### config.mk
export PLATFORM = sky130hd
export DESIGN_NAME = aipd_param_decoder
export DESIGN_NICKNAME = d
export VERILOG_FILES = /design/src/aipd_pkg.sv /design/src/aipd_param_decoder.sv
export VERILOG_INCLUDE_DIRS = /design/src
export SDC_FILE = /design/constraint.sdc
export NUM_CORES = 1
export LEC_CHECK = 0
export BUFFER_PORTS_ARGS = -buffer_cell sky130_fd_sc_hd__buf_2
export CAP_MARGIN = 20
export CORE_ASPECT_RATIO = 1.4
export CORE_MARGIN = 1.5
export CORE_UTILIZATION = 53
export CTS_CLUSTER_DIAMETER = 30
export DETAILED_ROUTE_END_ITERATION = 6
export PLACE_DENSITY = 0.67
export REMOVE_ABC_BUFFERS = 1
export SYNTH_ARGS = -nofsm -noshare
export SYNTH_HDL_FRONTEND = slang
export SYNTH_SLANG_ARGS = --single-unit
### constraint.sdc
create_clock -name sys_clk_in -period 13.5 [get_ports sys_clk_in]
set_input_delay 1.35 -clock sys_clk_in [delete_from_list [all_inputs] [get_ports sys_clk_in]]
set_output_delay 1.35 -clock sys_clk_in [all_outputs]
set_load 0.01 [all_outputs]
### src/aipd_consts.svh
`ifndef AIPD_CONSTS_SVH
`define AIPD_CONSTS_SVH

`define AIPD_CLK_MHZ 100

// Record set 0 byte offsets
`define AIPD_GROUP_DIAG_ENABLE_OFS 4'h0
`define AIPD_WIRE_BREAK_ENABLE_OFS 4'h1
// Record set 1 byte offsets
`define AIPD_INTERRUPT_ENABLE_OFS 4'h0
`define AIPD_SUPPRESSION_SELECT_OFS 4'h1
`define AIPD_PAIR01_MODE_OFS 4'h2
`define AIPD_PAIR23_MODE_OFS 4'h3
`define AIPD_PAIR45_MODE_OFS 4'h4
`define AIPD_PAIR67_MODE_OFS 4'h5
`define AIPD_CH0_UPPER_LIMIT_OFS 4'h6
`define AIPD_CH0_LOWER_LIMIT_OFS 4'h8
`define AIPD_CH2_UPPER_LIMIT_OFS 4'hA
`define AIPD_CH2_LOWER_LIMIT_OFS 4'hC

// Field layout
`define AIPD_PAIR_EN_MASK 8'h0F
`define AIPD_IRQ_EN_MASK 8'hC0
`define AIPD_DIAG_IRQ_BIT 6
`define AIPD_PROC_IRQ_BIT 7

// Reset values
`define AIPD_GROUP_DIAG_RST 8'h00
`define AIPD_WIRE_BREAK_RST 8'h00
`define AIPD_IRQ_EN_RST 8'h00
`define AIPD_SUPP_RST 8'hAA
`define AIPD_MODE_RST 8'h19
`define AIPD_UPPER_RST 16'h7FFF
`define AIPD_LOWER_RST 16'h8000

// Measuring types
`define AIPD_TYPE_VOLT 4'h1
`define AIPD_TYPE_CUR4 4'h2
`define AIPD_TYPE_CUR2 4'h3
// Range codes
`define AIPD_RNG_80MV 4'h1
`define AIPD_RNG_250MV 4'h2
`define AIPD_RNG_500MV 4'h3
`define AIPD_RNG_1V 4'h4
`define AIPD_RNG_2V5 4'h5
`define AIPD_RNG_5V 4'h6
`define AIPD_RNG_1TO5V 4'h7
`define AIPD_RNG_10V 4'h9
`define AIPD_RNG_3M2A 4'h0
`define AIPD_RNG_10MA 4'h1
`define AIPD_RNG_20MA 4'h4
`define AIPD_RNG_0TO20MA 4'h2
`define AIPD_RNG_4TO20MA 4'h3

// Scaled value limits, 18-bit two's complement, and 16-bit reported end values
`define AIPD_OVR_END 18'h07EFF
`define AIPD_BI_UND_END 18'h38100
`define AIPD_UNI_UND_END 18'h3ED00
`define AIPD_VAL_OVER 16'h7FFF
`define AIPD_VAL_UNDER 16'h8000

// Integration times in microseconds
`define AIPD_T400HZ_US 2500
`define AIPD_T60HZ_US 16600
`define AIPD_T50HZ_US 20000
`define AIPD_T10HZ_US 100000

`endif

### src/aipd_pkg.sv
package aipd_pkg;

  typedef enum logic [1:0] {
    AIPD_CLS_OFF = 2'b00,
    AIPD_CLS_BIPOLAR = 2'b01,
    AIPD_CLS_UNIPOLAR = 2'b10
  } aipd_class_t;

  typedef enum logic [1:0] {
    AIPD_SUP_400HZ = 2'b00,
    AIPD_SUP_60HZ = 2'b01,
    AIPD_SUP_50HZ = 2'b10,
    AIPD_SUP_10HZ = 2'b11
  } aipd_supp_t;

  typedef struct packed {
    logic [7:0] gdiag;
    logic [7:0] wbrk;
    logic [7:0] irqen;
    logic [7:0] supp;
    logic [3:0][7:0] mode;
    logic [15:0] ch0_up;
    logic [15:0] ch0_lo;
    logic [15:0] ch2_up;
    logic [15:0] ch2_lo;
    logic [3:0][23:0] tmr;
    logic [3:0] conv_start;
    logic [15:0] value;
    logic value_vld;
    logic [2:0] value_ch;
    logic diag_evt;
    logic diag_irq;
    logic proc_irq;
    logic reject;
    logic [7:0] rd_data;
  } aipd_state_t;

endpackage

### src/aipd_param_decoder.sv
// Operation
// - Hold sixteen-byte parameter area, two record sets
// - Two-channel variant ignores absent pair fields
// - Record set 0 writes refused during runtime
// - Set 0 byte 0: group diagnosis per pair
// - Set 0 byte 1: wire-break test per pair
// - Set 1 byte 0: diagnostic, process interrupt enables
// - Set 1 byte 1: four two-bit suppression selectors
// - Bytes 2-5: pair range and type nibbles
// - Bytes 6-13: channel 0/2 limit values
// - Mode byte zero deactivates the pair
// - Type 0001b: voltage ranges decoded
// - Bipolar: overdrive 32511, underdrive -32512
// - Unipolar: underdrive -4864, overdrive 32511
// - Type 0010b: four-wire current ranges decoded
// - Type 0011b: two-wire 4-20 mA only
// - Beyond region ends report 7FFFh / 8000h
// - Power-on: 10 V, 50 Hz, diagnostics off
// - 4-20 mA wire break: diagnostic, 8000h, interrupt
`timescale 1ns/1ps
`include "aipd_consts.svh"

module aipd_param_decoder #(
  parameter int unsigned NUM_PAIRS = 4,
  parameter int unsigned T400HZ_CYC = `AIPD_T400HZ_US * `AIPD_CLK_MHZ,
  parameter int unsigned T60HZ_CYC = `AIPD_T60HZ_US * `AIPD_CLK_MHZ,
  parameter int unsigned T50HZ_CYC = `AIPD_T50HZ_US * `AIPD_CLK_MHZ,
  parameter int unsigned T10HZ_CYC = `AIPD_T10HZ_US * `AIPD_CLK_MHZ
) (
  input wire logic sys_clk_in,
  input wire logic rst_b_in,
  input wire logic run_mode_in,
  input wire logic rec_wr_in,
  input wire logic rec_rd_in,
  input wire logic rec_set_in,
  input wire logic [3:0] rec_addr_in,
  input wire logic [7:0] rec_wdata_in,
  output logic [7:0] rec_rdata_out,
  output logic rec_reject_out,
  input wire logic sample_vld_in,
  input wire logic [2:0] sample_ch_in,
  input wire logic [17:0] sample_raw_in,
  input wire logic sample_low_in,
  output logic [3:0] conv_start_out,
  output logic [3:0] pair_active_out,
  output logic [15:0] value_out,
  output logic value_vld_out,
  output logic [2:0] value_ch_out,
  output logic diag_evt_out,
  output logic diag_irq_out,
  output logic proc_irq_out
);

  aipd_pkg::aipd_state_t s_q;
  aipd_pkg::aipd_state_t s_d;

  logic [3:0] pair_present;
  aipd_pkg::aipd_class_t pair_cls [4];
  logic [3:0] pair_4to20;

  function automatic aipd_pkg::aipd_class_t mode_class(input logic [7:0] m);
    aipd_pkg::aipd_class_t c;
    c = aipd_pkg::AIPD_CLS_OFF;
    case (m[7:4])
      `AIPD_TYPE_VOLT: begin
        if (m[3:0] == `AIPD_RNG_80MV || m[3:0] == `AIPD_RNG_250MV || m[3:0] == `AIPD_RNG_500MV ||
            m[3:0] == `AIPD_RNG_1V || m[3:0] == `AIPD_RNG_2V5 || m[3:0] == `AIPD_RNG_5V ||
            m[3:0] == `AIPD_RNG_10V) begin
          c = aipd_pkg::AIPD_CLS_BIPOLAR;
        end else if (m[3:0] == `AIPD_RNG_1TO5V) begin
          c = aipd_pkg::AIPD_CLS_UNIPOLAR;
        end
      end
      `AIPD_TYPE_CUR4: begin
        if (m[3:0] == `AIPD_RNG_3M2A || m[3:0] == `AIPD_RNG_10MA || m[3:0] == `AIPD_RNG_20MA) begin
          c = aipd_pkg::AIPD_CLS_BIPOLAR;
        end else if (m[3:0] == `AIPD_RNG_0TO20MA || m[3:0] == `AIPD_RNG_4TO20MA) begin
          c = aipd_pkg::AIPD_CLS_UNIPOLAR;
        end
      end
      `AIPD_TYPE_CUR2: begin
        if (m[3:0] == `AIPD_RNG_4TO20MA) begin
          c = aipd_pkg::AIPD_CLS_UNIPOLAR;
        end
      end
      default: begin
        c = aipd_pkg::AIPD_CLS_OFF;
      end
    endcase
    return c;
  endfunction

  function automatic logic [23:0] integ_cycles(input logic [1:0] sel);
    logic [23:0] n;
    n = 24'(T50HZ_CYC);
    case (aipd_pkg::aipd_supp_t'(sel))
      aipd_pkg::AIPD_SUP_400HZ: n = 24'(T400HZ_CYC);
      aipd_pkg::AIPD_SUP_60HZ: n = 24'(T60HZ_CYC);
      aipd_pkg::AIPD_SUP_50HZ: n = 24'(T50HZ_CYC);
      default: n = 24'(T10HZ_CYC);
    endcase
    return n;
  endfunction

  genvar gp;
  generate
    for (gp = 0; gp < 4; gp++) begin : g_pair
      assign pair_present[gp] = (gp < NUM_PAIRS);
      assign pair_cls[gp] = pair_present[gp] ? mode_class(s_q.mode[gp]) : aipd_pkg::AIPD_CLS_OFF;
      assign pair_4to20[gp] = (s_q.mode[gp][3:0] == `AIPD_RNG_4TO20MA) &&
                              ((s_q.mode[gp][7:4] == `AIPD_TYPE_CUR4) || (s_q.mode[gp][7:4] == `AIPD_TYPE_CUR2));
      assign pair_active_out[gp] = (pair_cls[gp] != aipd_pkg::AIPD_CLS_OFF);
    end
  endgenerate

  always_comb begin
    logic [1:0] sp;
    logic [17:0] und_end;
    logic [15:0] v;
    logic ovr;
    logic und;
    logic wb;
    logic lim;
    sp = 2'b00;
    und_end = `AIPD_BI_UND_END;
    v = 16'h0000;
    ovr = 1'b0;
    und = 1'b0;
    wb = 1'b0;
    lim = 1'b0;
    s_d = s_q;
    s_d.reject = 1'b0;
    s_d.value_vld = 1'b0;
    s_d.diag_evt = 1'b0;
    s_d.diag_irq = 1'b0;
    s_d.proc_irq = 1'b0;
    s_d.conv_start = 4'h0;

    // Set 0 is frozen while running, set 1 may change at any time
    // Limit halves land one byte at a time, no atomic pair update
    if (rec_wr_in) begin
      if (!rec_set_in) begin
        if (run_mode_in) begin
          s_d.reject = 1'b1;
        end else if (rec_addr_in == `AIPD_GROUP_DIAG_ENABLE_OFS) begin
          s_d.gdiag = rec_wdata_in & `AIPD_PAIR_EN_MASK;
        end else if (rec_addr_in == `AIPD_WIRE_BREAK_ENABLE_OFS) begin
          s_d.wbrk = rec_wdata_in & `AIPD_PAIR_EN_MASK;
        end
      end else begin
        if (rec_addr_in == `AIPD_INTERRUPT_ENABLE_OFS) begin
          s_d.irqen = rec_wdata_in & `AIPD_IRQ_EN_MASK;
        end else if (rec_addr_in == `AIPD_SUPPRESSION_SELECT_OFS) begin
          s_d.supp = rec_wdata_in;
        end else if (rec_addr_in == `AIPD_PAIR01_MODE_OFS) begin
          s_d.mode[0] = rec_wdata_in;
        end else if (rec_addr_in == `AIPD_PAIR23_MODE_OFS) begin
          s_d.mode[1] = rec_wdata_in;
        end else if (rec_addr_in == `AIPD_PAIR45_MODE_OFS) begin
          s_d.mode[2] = rec_wdata_in;
        end else if (rec_addr_in == `AIPD_PAIR67_MODE_OFS) begin
          s_d.mode[3] = rec_wdata_in;
        end else if (rec_addr_in == `AIPD_CH0_UPPER_LIMIT_OFS) begin
          s_d.ch0_up[15:8] = rec_wdata_in;
        end else if (rec_addr_in == `AIPD_CH0_UPPER_LIMIT_OFS + 4'h1) begin
          s_d.ch0_up[7:0] = rec_wdata_in;
        end else if (rec_addr_in == `AIPD_CH0_LOWER_LIMIT_OFS) begin
          s_d.ch0_lo[15:8] = rec_wdata_in;
        end else if (rec_addr_in == `AIPD_CH0_LOWER_LIMIT_OFS + 4'h1) begin
          s_d.ch0_lo[7:0] = rec_wdata_in;
        end else if (rec_addr_in == `AIPD_CH2_UPPER_LIMIT_OFS) begin
          s_d.ch2_up[15:8] = rec_wdata_in;
        end else if (rec_addr_in == `AIPD_CH2_UPPER_LIMIT_OFS + 4'h1) begin
          s_d.ch2_up[7:0] = rec_wdata_in;
        end else if (rec_addr_in == `AIPD_CH2_LOWER_LIMIT_OFS) begin
          s_d.ch2_lo[15:8] = rec_wdata_in;
        end else if (rec_addr_in == `AIPD_CH2_LOWER_LIMIT_OFS + 4'h1) begin
          s_d.ch2_lo[7:0] = rec_wdata_in;
        end
      end
    end

    // Read back of the stored area, unused bytes read zero
    if (rec_rd_in) begin
      s_d.rd_data = 8'h00;
      if (!rec_set_in) begin
        if (rec_addr_in == `AIPD_GROUP_DIAG_ENABLE_OFS) begin
          s_d.rd_data = s_q.gdiag;
        end else if (rec_addr_in == `AIPD_WIRE_BREAK_ENABLE_OFS) begin
          s_d.rd_data = s_q.wbrk;
        end
      end else begin
        if (rec_addr_in == `AIPD_INTERRUPT_ENABLE_OFS) begin
          s_d.rd_data = s_q.irqen;
        end else if (rec_addr_in == `AIPD_SUPPRESSION_SELECT_OFS) begin
          s_d.rd_data = s_q.supp;
        end else if (rec_addr_in >= `AIPD_PAIR01_MODE_OFS && rec_addr_in <= `AIPD_PAIR67_MODE_OFS) begin
          s_d.rd_data = s_q.mode[2'(rec_addr_in - `AIPD_PAIR01_MODE_OFS)];
        end else if (rec_addr_in == `AIPD_CH0_UPPER_LIMIT_OFS) begin
          s_d.rd_data = s_q.ch0_up[15:8];
        end else if (rec_addr_in == `AIPD_CH0_UPPER_LIMIT_OFS + 4'h1) begin
          s_d.rd_data = s_q.ch0_up[7:0];
        end else if (rec_addr_in == `AIPD_CH0_LOWER_LIMIT_OFS) begin
          s_d.rd_data = s_q.ch0_lo[15:8];
        end else if (rec_addr_in == `AIPD_CH0_LOWER_LIMIT_OFS + 4'h1) begin
          s_d.rd_data = s_q.ch0_lo[7:0];
        end else if (rec_addr_in == `AIPD_CH2_UPPER_LIMIT_OFS) begin
          s_d.rd_data = s_q.ch2_up[15:8];
        end else if (rec_addr_in == `AIPD_CH2_UPPER_LIMIT_OFS + 4'h1) begin
          s_d.rd_data = s_q.ch2_up[7:0];
        end else if (rec_addr_in == `AIPD_CH2_LOWER_LIMIT_OFS) begin
          s_d.rd_data = s_q.ch2_lo[15:8];
        end else if (rec_addr_in == `AIPD_CH2_LOWER_LIMIT_OFS + 4'h1) begin
          s_d.rd_data = s_q.ch2_lo[7:0];
        end
      end
    end

    // Conversion pacing per active pair
    for (int i = 0; i < 4; i++) begin
      if (pair_cls[i] == aipd_pkg::AIPD_CLS_OFF) begin
        s_d.tmr[i] = 24'h000000;
      end else if (s_q.tmr[i] == 24'h000000) begin
        s_d.tmr[i] = integ_cycles(s_q.supp[2*i +: 2]) - 24'h000001;
        s_d.conv_start[i] = 1'b1;
      end else begin
        s_d.tmr[i] = s_q.tmr[i] - 24'h000001;
      end
    end

    // Clamp first, so the limit check sees the reported value
    // Wire break overrides any in-range reading
    if (sample_vld_in) begin
      sp = sample_ch_in[2:1];
      if (pair_cls[sp] != aipd_pkg::AIPD_CLS_OFF) begin
        if (pair_cls[sp] == aipd_pkg::AIPD_CLS_UNIPOLAR) begin
          und_end = `AIPD_UNI_UND_END;
        end
        ovr = $signed(sample_raw_in) > $signed(`AIPD_OVR_END);
        und = $signed(sample_raw_in) < $signed(und_end);
        wb = pair_4to20[sp] && s_q.wbrk[sp] && sample_low_in;
        if (wb || und) begin
          v = `AIPD_VAL_UNDER;
        end else if (ovr) begin
          v = `AIPD_VAL_OVER;
        end else begin
          v = sample_raw_in[15:0];
        end
        s_d.value = v;
        s_d.value_ch = sample_ch_in;
        s_d.value_vld = 1'b1;
        s_d.diag_evt = wb || (s_q.gdiag[sp] && (ovr || und));
        s_d.diag_irq = s_d.diag_evt && s_q.irqen[`AIPD_DIAG_IRQ_BIT];
        if (sample_ch_in == 3'h0) begin
          lim = $signed(v) > $signed(s_q.ch0_up) || $signed(v) < $signed(s_q.ch0_lo);
        end else if (sample_ch_in == 3'h2) begin
          lim = $signed(v) > $signed(s_q.ch2_up) || $signed(v) < $signed(s_q.ch2_lo);
        end
        s_d.proc_irq = lim && s_q.irqen[`AIPD_PROC_IRQ_BIT];
      end
    end
  end

  always_ff @(posedge sys_clk_in) begin
    if (!rst_b_in) begin
      s_q <= '0;
      s_q.gdiag <= `AIPD_GROUP_DIAG_RST;
      s_q.wbrk <= `AIPD_WIRE_BREAK_RST;
      s_q.irqen <= `AIPD_IRQ_EN_RST;
      s_q.supp <= `AIPD_SUPP_RST;
      s_q.mode <= {4{`AIPD_MODE_RST}};
      s_q.ch0_up <= `AIPD_UPPER_RST;
      s_q.ch0_lo <= `AIPD_LOWER_RST;
      s_q.ch2_up <= `AIPD_UPPER_RST;
      s_q.ch2_lo <= `AIPD_LOWER_RST;
    end else begin
      s_q <= s_d;
    end
  end

  assign rec_rdata_out = s_q.rd_data;
  assign rec_reject_out = s_q.reject;
  assign conv_start_out = s_q.conv_start;
  assign value_out = s_q.value;
  assign value_vld_out = s_q.value_vld;
  assign value_ch_out = s_q.value_ch;
  assign diag_evt_out = s_q.diag_evt;
  assign diag_irq_out = s_q.diag_irq;
  assign proc_irq_out = s_q.proc_irq;

endmodule

==> flow_metrics.tcl <==
set metrics [dict create \
    fin_cells 2010 \
    antenna_cells 0 \
    io_pins 81 \
    comb_power_share_pct 24.5 \
    worstPathMaxFanout 17 \
    worstPathCellList "or4b_1 > nor3b_1 > o31ai_1 > mux4_2 > ha_1 > o211a_1 > a2111oi_0 > o221ai_1 > o21a_1 > o21a_1 > ha_1 > and4_1 > a221oi_1 > a21oi_1 > a211o_1 > a31oi_1 > mux2_2 > a311oi_1" \
    cp_slowest_cell "mux4_2" \
    port_buffers 80 \
    drtIter0Drc 687 \
    antenna_found_initial 0 \
    synth-seq-area-share_pct 36.20 \
    worst_pin_slew_ns 1.049 \
    post_cts_buffers 0 \
    synth.ff_latch_count 246 \
    yosys.area.top_type "dfxtp_1" \
    gp_congestion 0.9558 \
    dp_cells 1927 \
    whs_path_depth 1 \
    irDropWorstVdd_v 0.0001721 \
    fin_skew_ns 0.02014 \
    wl_mm 39.67 \
    drtPass1Iterations 7 \
    dieArea_um2 26650 \
    h-tree-depth 2 \
    vias 12040 \
    die_x_um 138.4 \
    cts_buffer_depth 3 \
    reg2reg_to "proc_irq_out$_SDFF_PN0_" \
    total_power_mw 2.816 \
    critPathArrivalTime_ns 6.22 \
    clkTransAtPathRegs_ns 0.05 \
    rr_worst_depth 18 \
    fmax_mhz 173.6 \
    root_buffer "clkbuf_16" \
    ant_nets 0 \
    grt_overflow_total 0 \
    dp.final_hpwl_mm 28.77 \
    clock_power_share_pct 43.1 \
    netlist_area_um2 13610 \
    cts.sinks 246 \
    relSlewSlack_pct 29.68 \
    synth_edf_count 0 \
    via_per_inst 5.992 \
    clock_latency_ns 0.55 \
    regToRegSetupSlack_ns 7.74 \
    period_share_pct 42.68 \
    grt_usage_pct 29.51 \
    grt_pass1_vias 11660 \
    internal_power_mw 1.932 \
    grt_max_degree 68 \
    p_sw_mw 0.8836 \
    cp_slowest_stage_delay_ns 0.63 \
    cts_buffers 45 \
    min_path_type "reg -> reg" \
    synthFlopType "dfxtp_1" \
    die-height_um 192.6 \
    start_kind "register" \
    synth.area.top_cells "dfxtp_1, ha_1, nor2_1, nand2_1, mux2i_1" \
    synth_warnings 0 \
    core_area_um2 25300 \
    pwr-share-seq_pct 32.4 \
    fin_crit_ns 5.761 \
    start_util_pct 53.79 \
    area_growth_syn_to_layout_pct 14.70 \
    status "finished clean" \
    drt-wirelength-per-cell_um 19.74 \
    syn_area_per_cell_um2 8.357 \
    required_ns 13.95 \
    rsz0062_at_grt "no" \
    p_leak_nw 6.400 \
    nets 1767 \
    synthDominantCellAreaShare_pct 36.20 \
    route.detailed.drc 0 \
    post_cts_resized 0 \
    synth_cell_type_count 80 \
    setup_viol 0 \
    max_cap_violations 0 \
    rr_startpoint "s_q[199]$_SDFFE_PN1P_" \
    holdPathEnd "s_q[36]$_SDFF_PP0_" \
    p_per_area_nw_per_um2 180.4 \
    async_flop_share_pct 0 \
    layout-drive-gt1-share_pct 12.95 \
    fp-row-count 69 \
    fin_util_pct 61.70 \
    grt_pass1_wl_mm 61.93 \
    cts_hold_buffers 0 \
    finalHoldViolCount 0 \
    cp-end-kind "register" \
    yosys-top-cells-count "dfxtp_1, nor2_1, nand2_1, inv_1, ha_1" \
    hold_start "s_q[36]$_SDFF_PP0_" \
    netlist_instances 1628 \
    setup_tns_ns 0 \
    cts_tree "done" \
    finalMaxSlewViolations 0 \
    criticalPathCategory "reg -> reg" \
    swShare_pct 31.38 \
    yosys.cell_count.top_type "dfxtp_1" \
]
==> worst max-delay path by stage <==
stage | from | endpoint | slack, ns | cells after the start
floorplan | sample_ch_in[2] | proc_irq_out$_SDFF_PN0_ | 8.38 | 15
global placement | sample_ch_in[2] | proc_irq_out$_SDFF_PN0_ | 7.68 | 16
detailed placement | sample_ch_in[2] | proc_irq_out$_SDFF_PN0_ | 7.56 | 16
CTS | s_q[199]$_SDFFE_PN1P_ | proc_irq_out$_SDFF_PN0_ | 7.82 | 18
global route | s_q[199]$_SDFFE_PN1P_ | proc_irq_out$_SDFF_PN0_ | 7.49 | 18
finish | s_q[199]$_SDFFE_PN1P_ | proc_irq_out$_SDFF_PN0_ | 7.74 | 18
==> final cells by class <==
| cell class | count | area, um2 |
|---|---|---|
| clock buffers | 57 | 1231 |
| clock inverters | 25 | 412.9 |
| fillers | 2245 | 9689 |
| inverters | 98 | 367.9 |
| multi-input cells | 1173 | 7777 |
| flip-flops and latches | 246 | 4925 |
| well taps | 319 | 399.1 |
| repair buffers | 92 | 493.0 |
==> registers in the layout, indices dropped and copies added, names as in the netlist <==
register        flops
s_q               210
value_out          16
rec_rdata_out       8
conv_start_out      4
value_ch_out        3
diag_evt_out        1
diag_irq_out        1
proc_irq_out        1
rec_reject_out      1
value_vld_out       1
==> power by group through the flow <==
| stage | Sequential [mW] | Combinational (mW) | Clock [mW] |
|---|---|---|---|
| after floorplan | 0.906 | 0.530 | 0 |
| after global placement | 0.919 | 0.671 | 0 |
| after detailed placement | 0.922 | 0.683 | 0 |
| after CTS | 0.910 | 0.692 | 1.23 |
| after global routing | 0.924 | 0.783 | 1.26 |
| final | 0.911 | 0.691 | 1.21 |
==> cells in the final DEF (no fill, tap or decap), types with 24 or more instances in the layout <==
cell type	count
a21boi_0	26
a21oi_1	65
buf_2	79
clkbuf_16	45
dfxtp_1	246
ha_1	70
inv_1	97
mux2i_1	62
nand2_1	167
nand3_1	32
nand4_1	24
nor2_1	178
nor2b_1	60
nor3_1	48
nor4_1	26
o211ai_1	32
o21ai_0	32
xnor2_1	29
==> layer usage <==
metal	GRT usage [%]	routed length, um	share of wire, %	up-vias
li1	-	-	-	5853
met5	0	0	0	-
met4	22.02	3046	7.7	0
met2	52.01	19110	48	410
met1	31.98	15390	39	5633
met3	4.888	2119	5.3	148
==> logic make-up (layout without fill, tap and decap cells) <==
family                     after synthesis  in the layout  share of synthesized area [%]
muxes                                   74             74                          6.465
AOI/OAI and AO/OA                      319            319                          16.41
adders and majority gates               70             70                          6.437
buffers and inverters                  209            272                          6.741
xor gates and xnor gates                52             52                          3.347
and+or+nand+nor                        658            658                          24.41
DFF                                    246            246                          36.20
==> critical path, delay by kind of cell (launching register included) <==
family                     cells  cell delay (ns)
and+or+nand+nor                3             1.03
AOI/OAI and AO/OA             11             2.61
DFF                            1             0.36
adders and majority gates      2             0.68
muxes                          2             0.98
==> stage by stage <==
step	instance area, um2	hold slack (ns)	setup slack [ns]
floorplan	13060	0.4141	8.383
global placement	13950	0.4249	7.680
detailed placement	13950	0.4320	7.561
CTS	15600	0.4421	7.820
global route	15610	0.4550	7.492
finish	15610	0.4398	7.739
(Power assumes the default switching activity.)
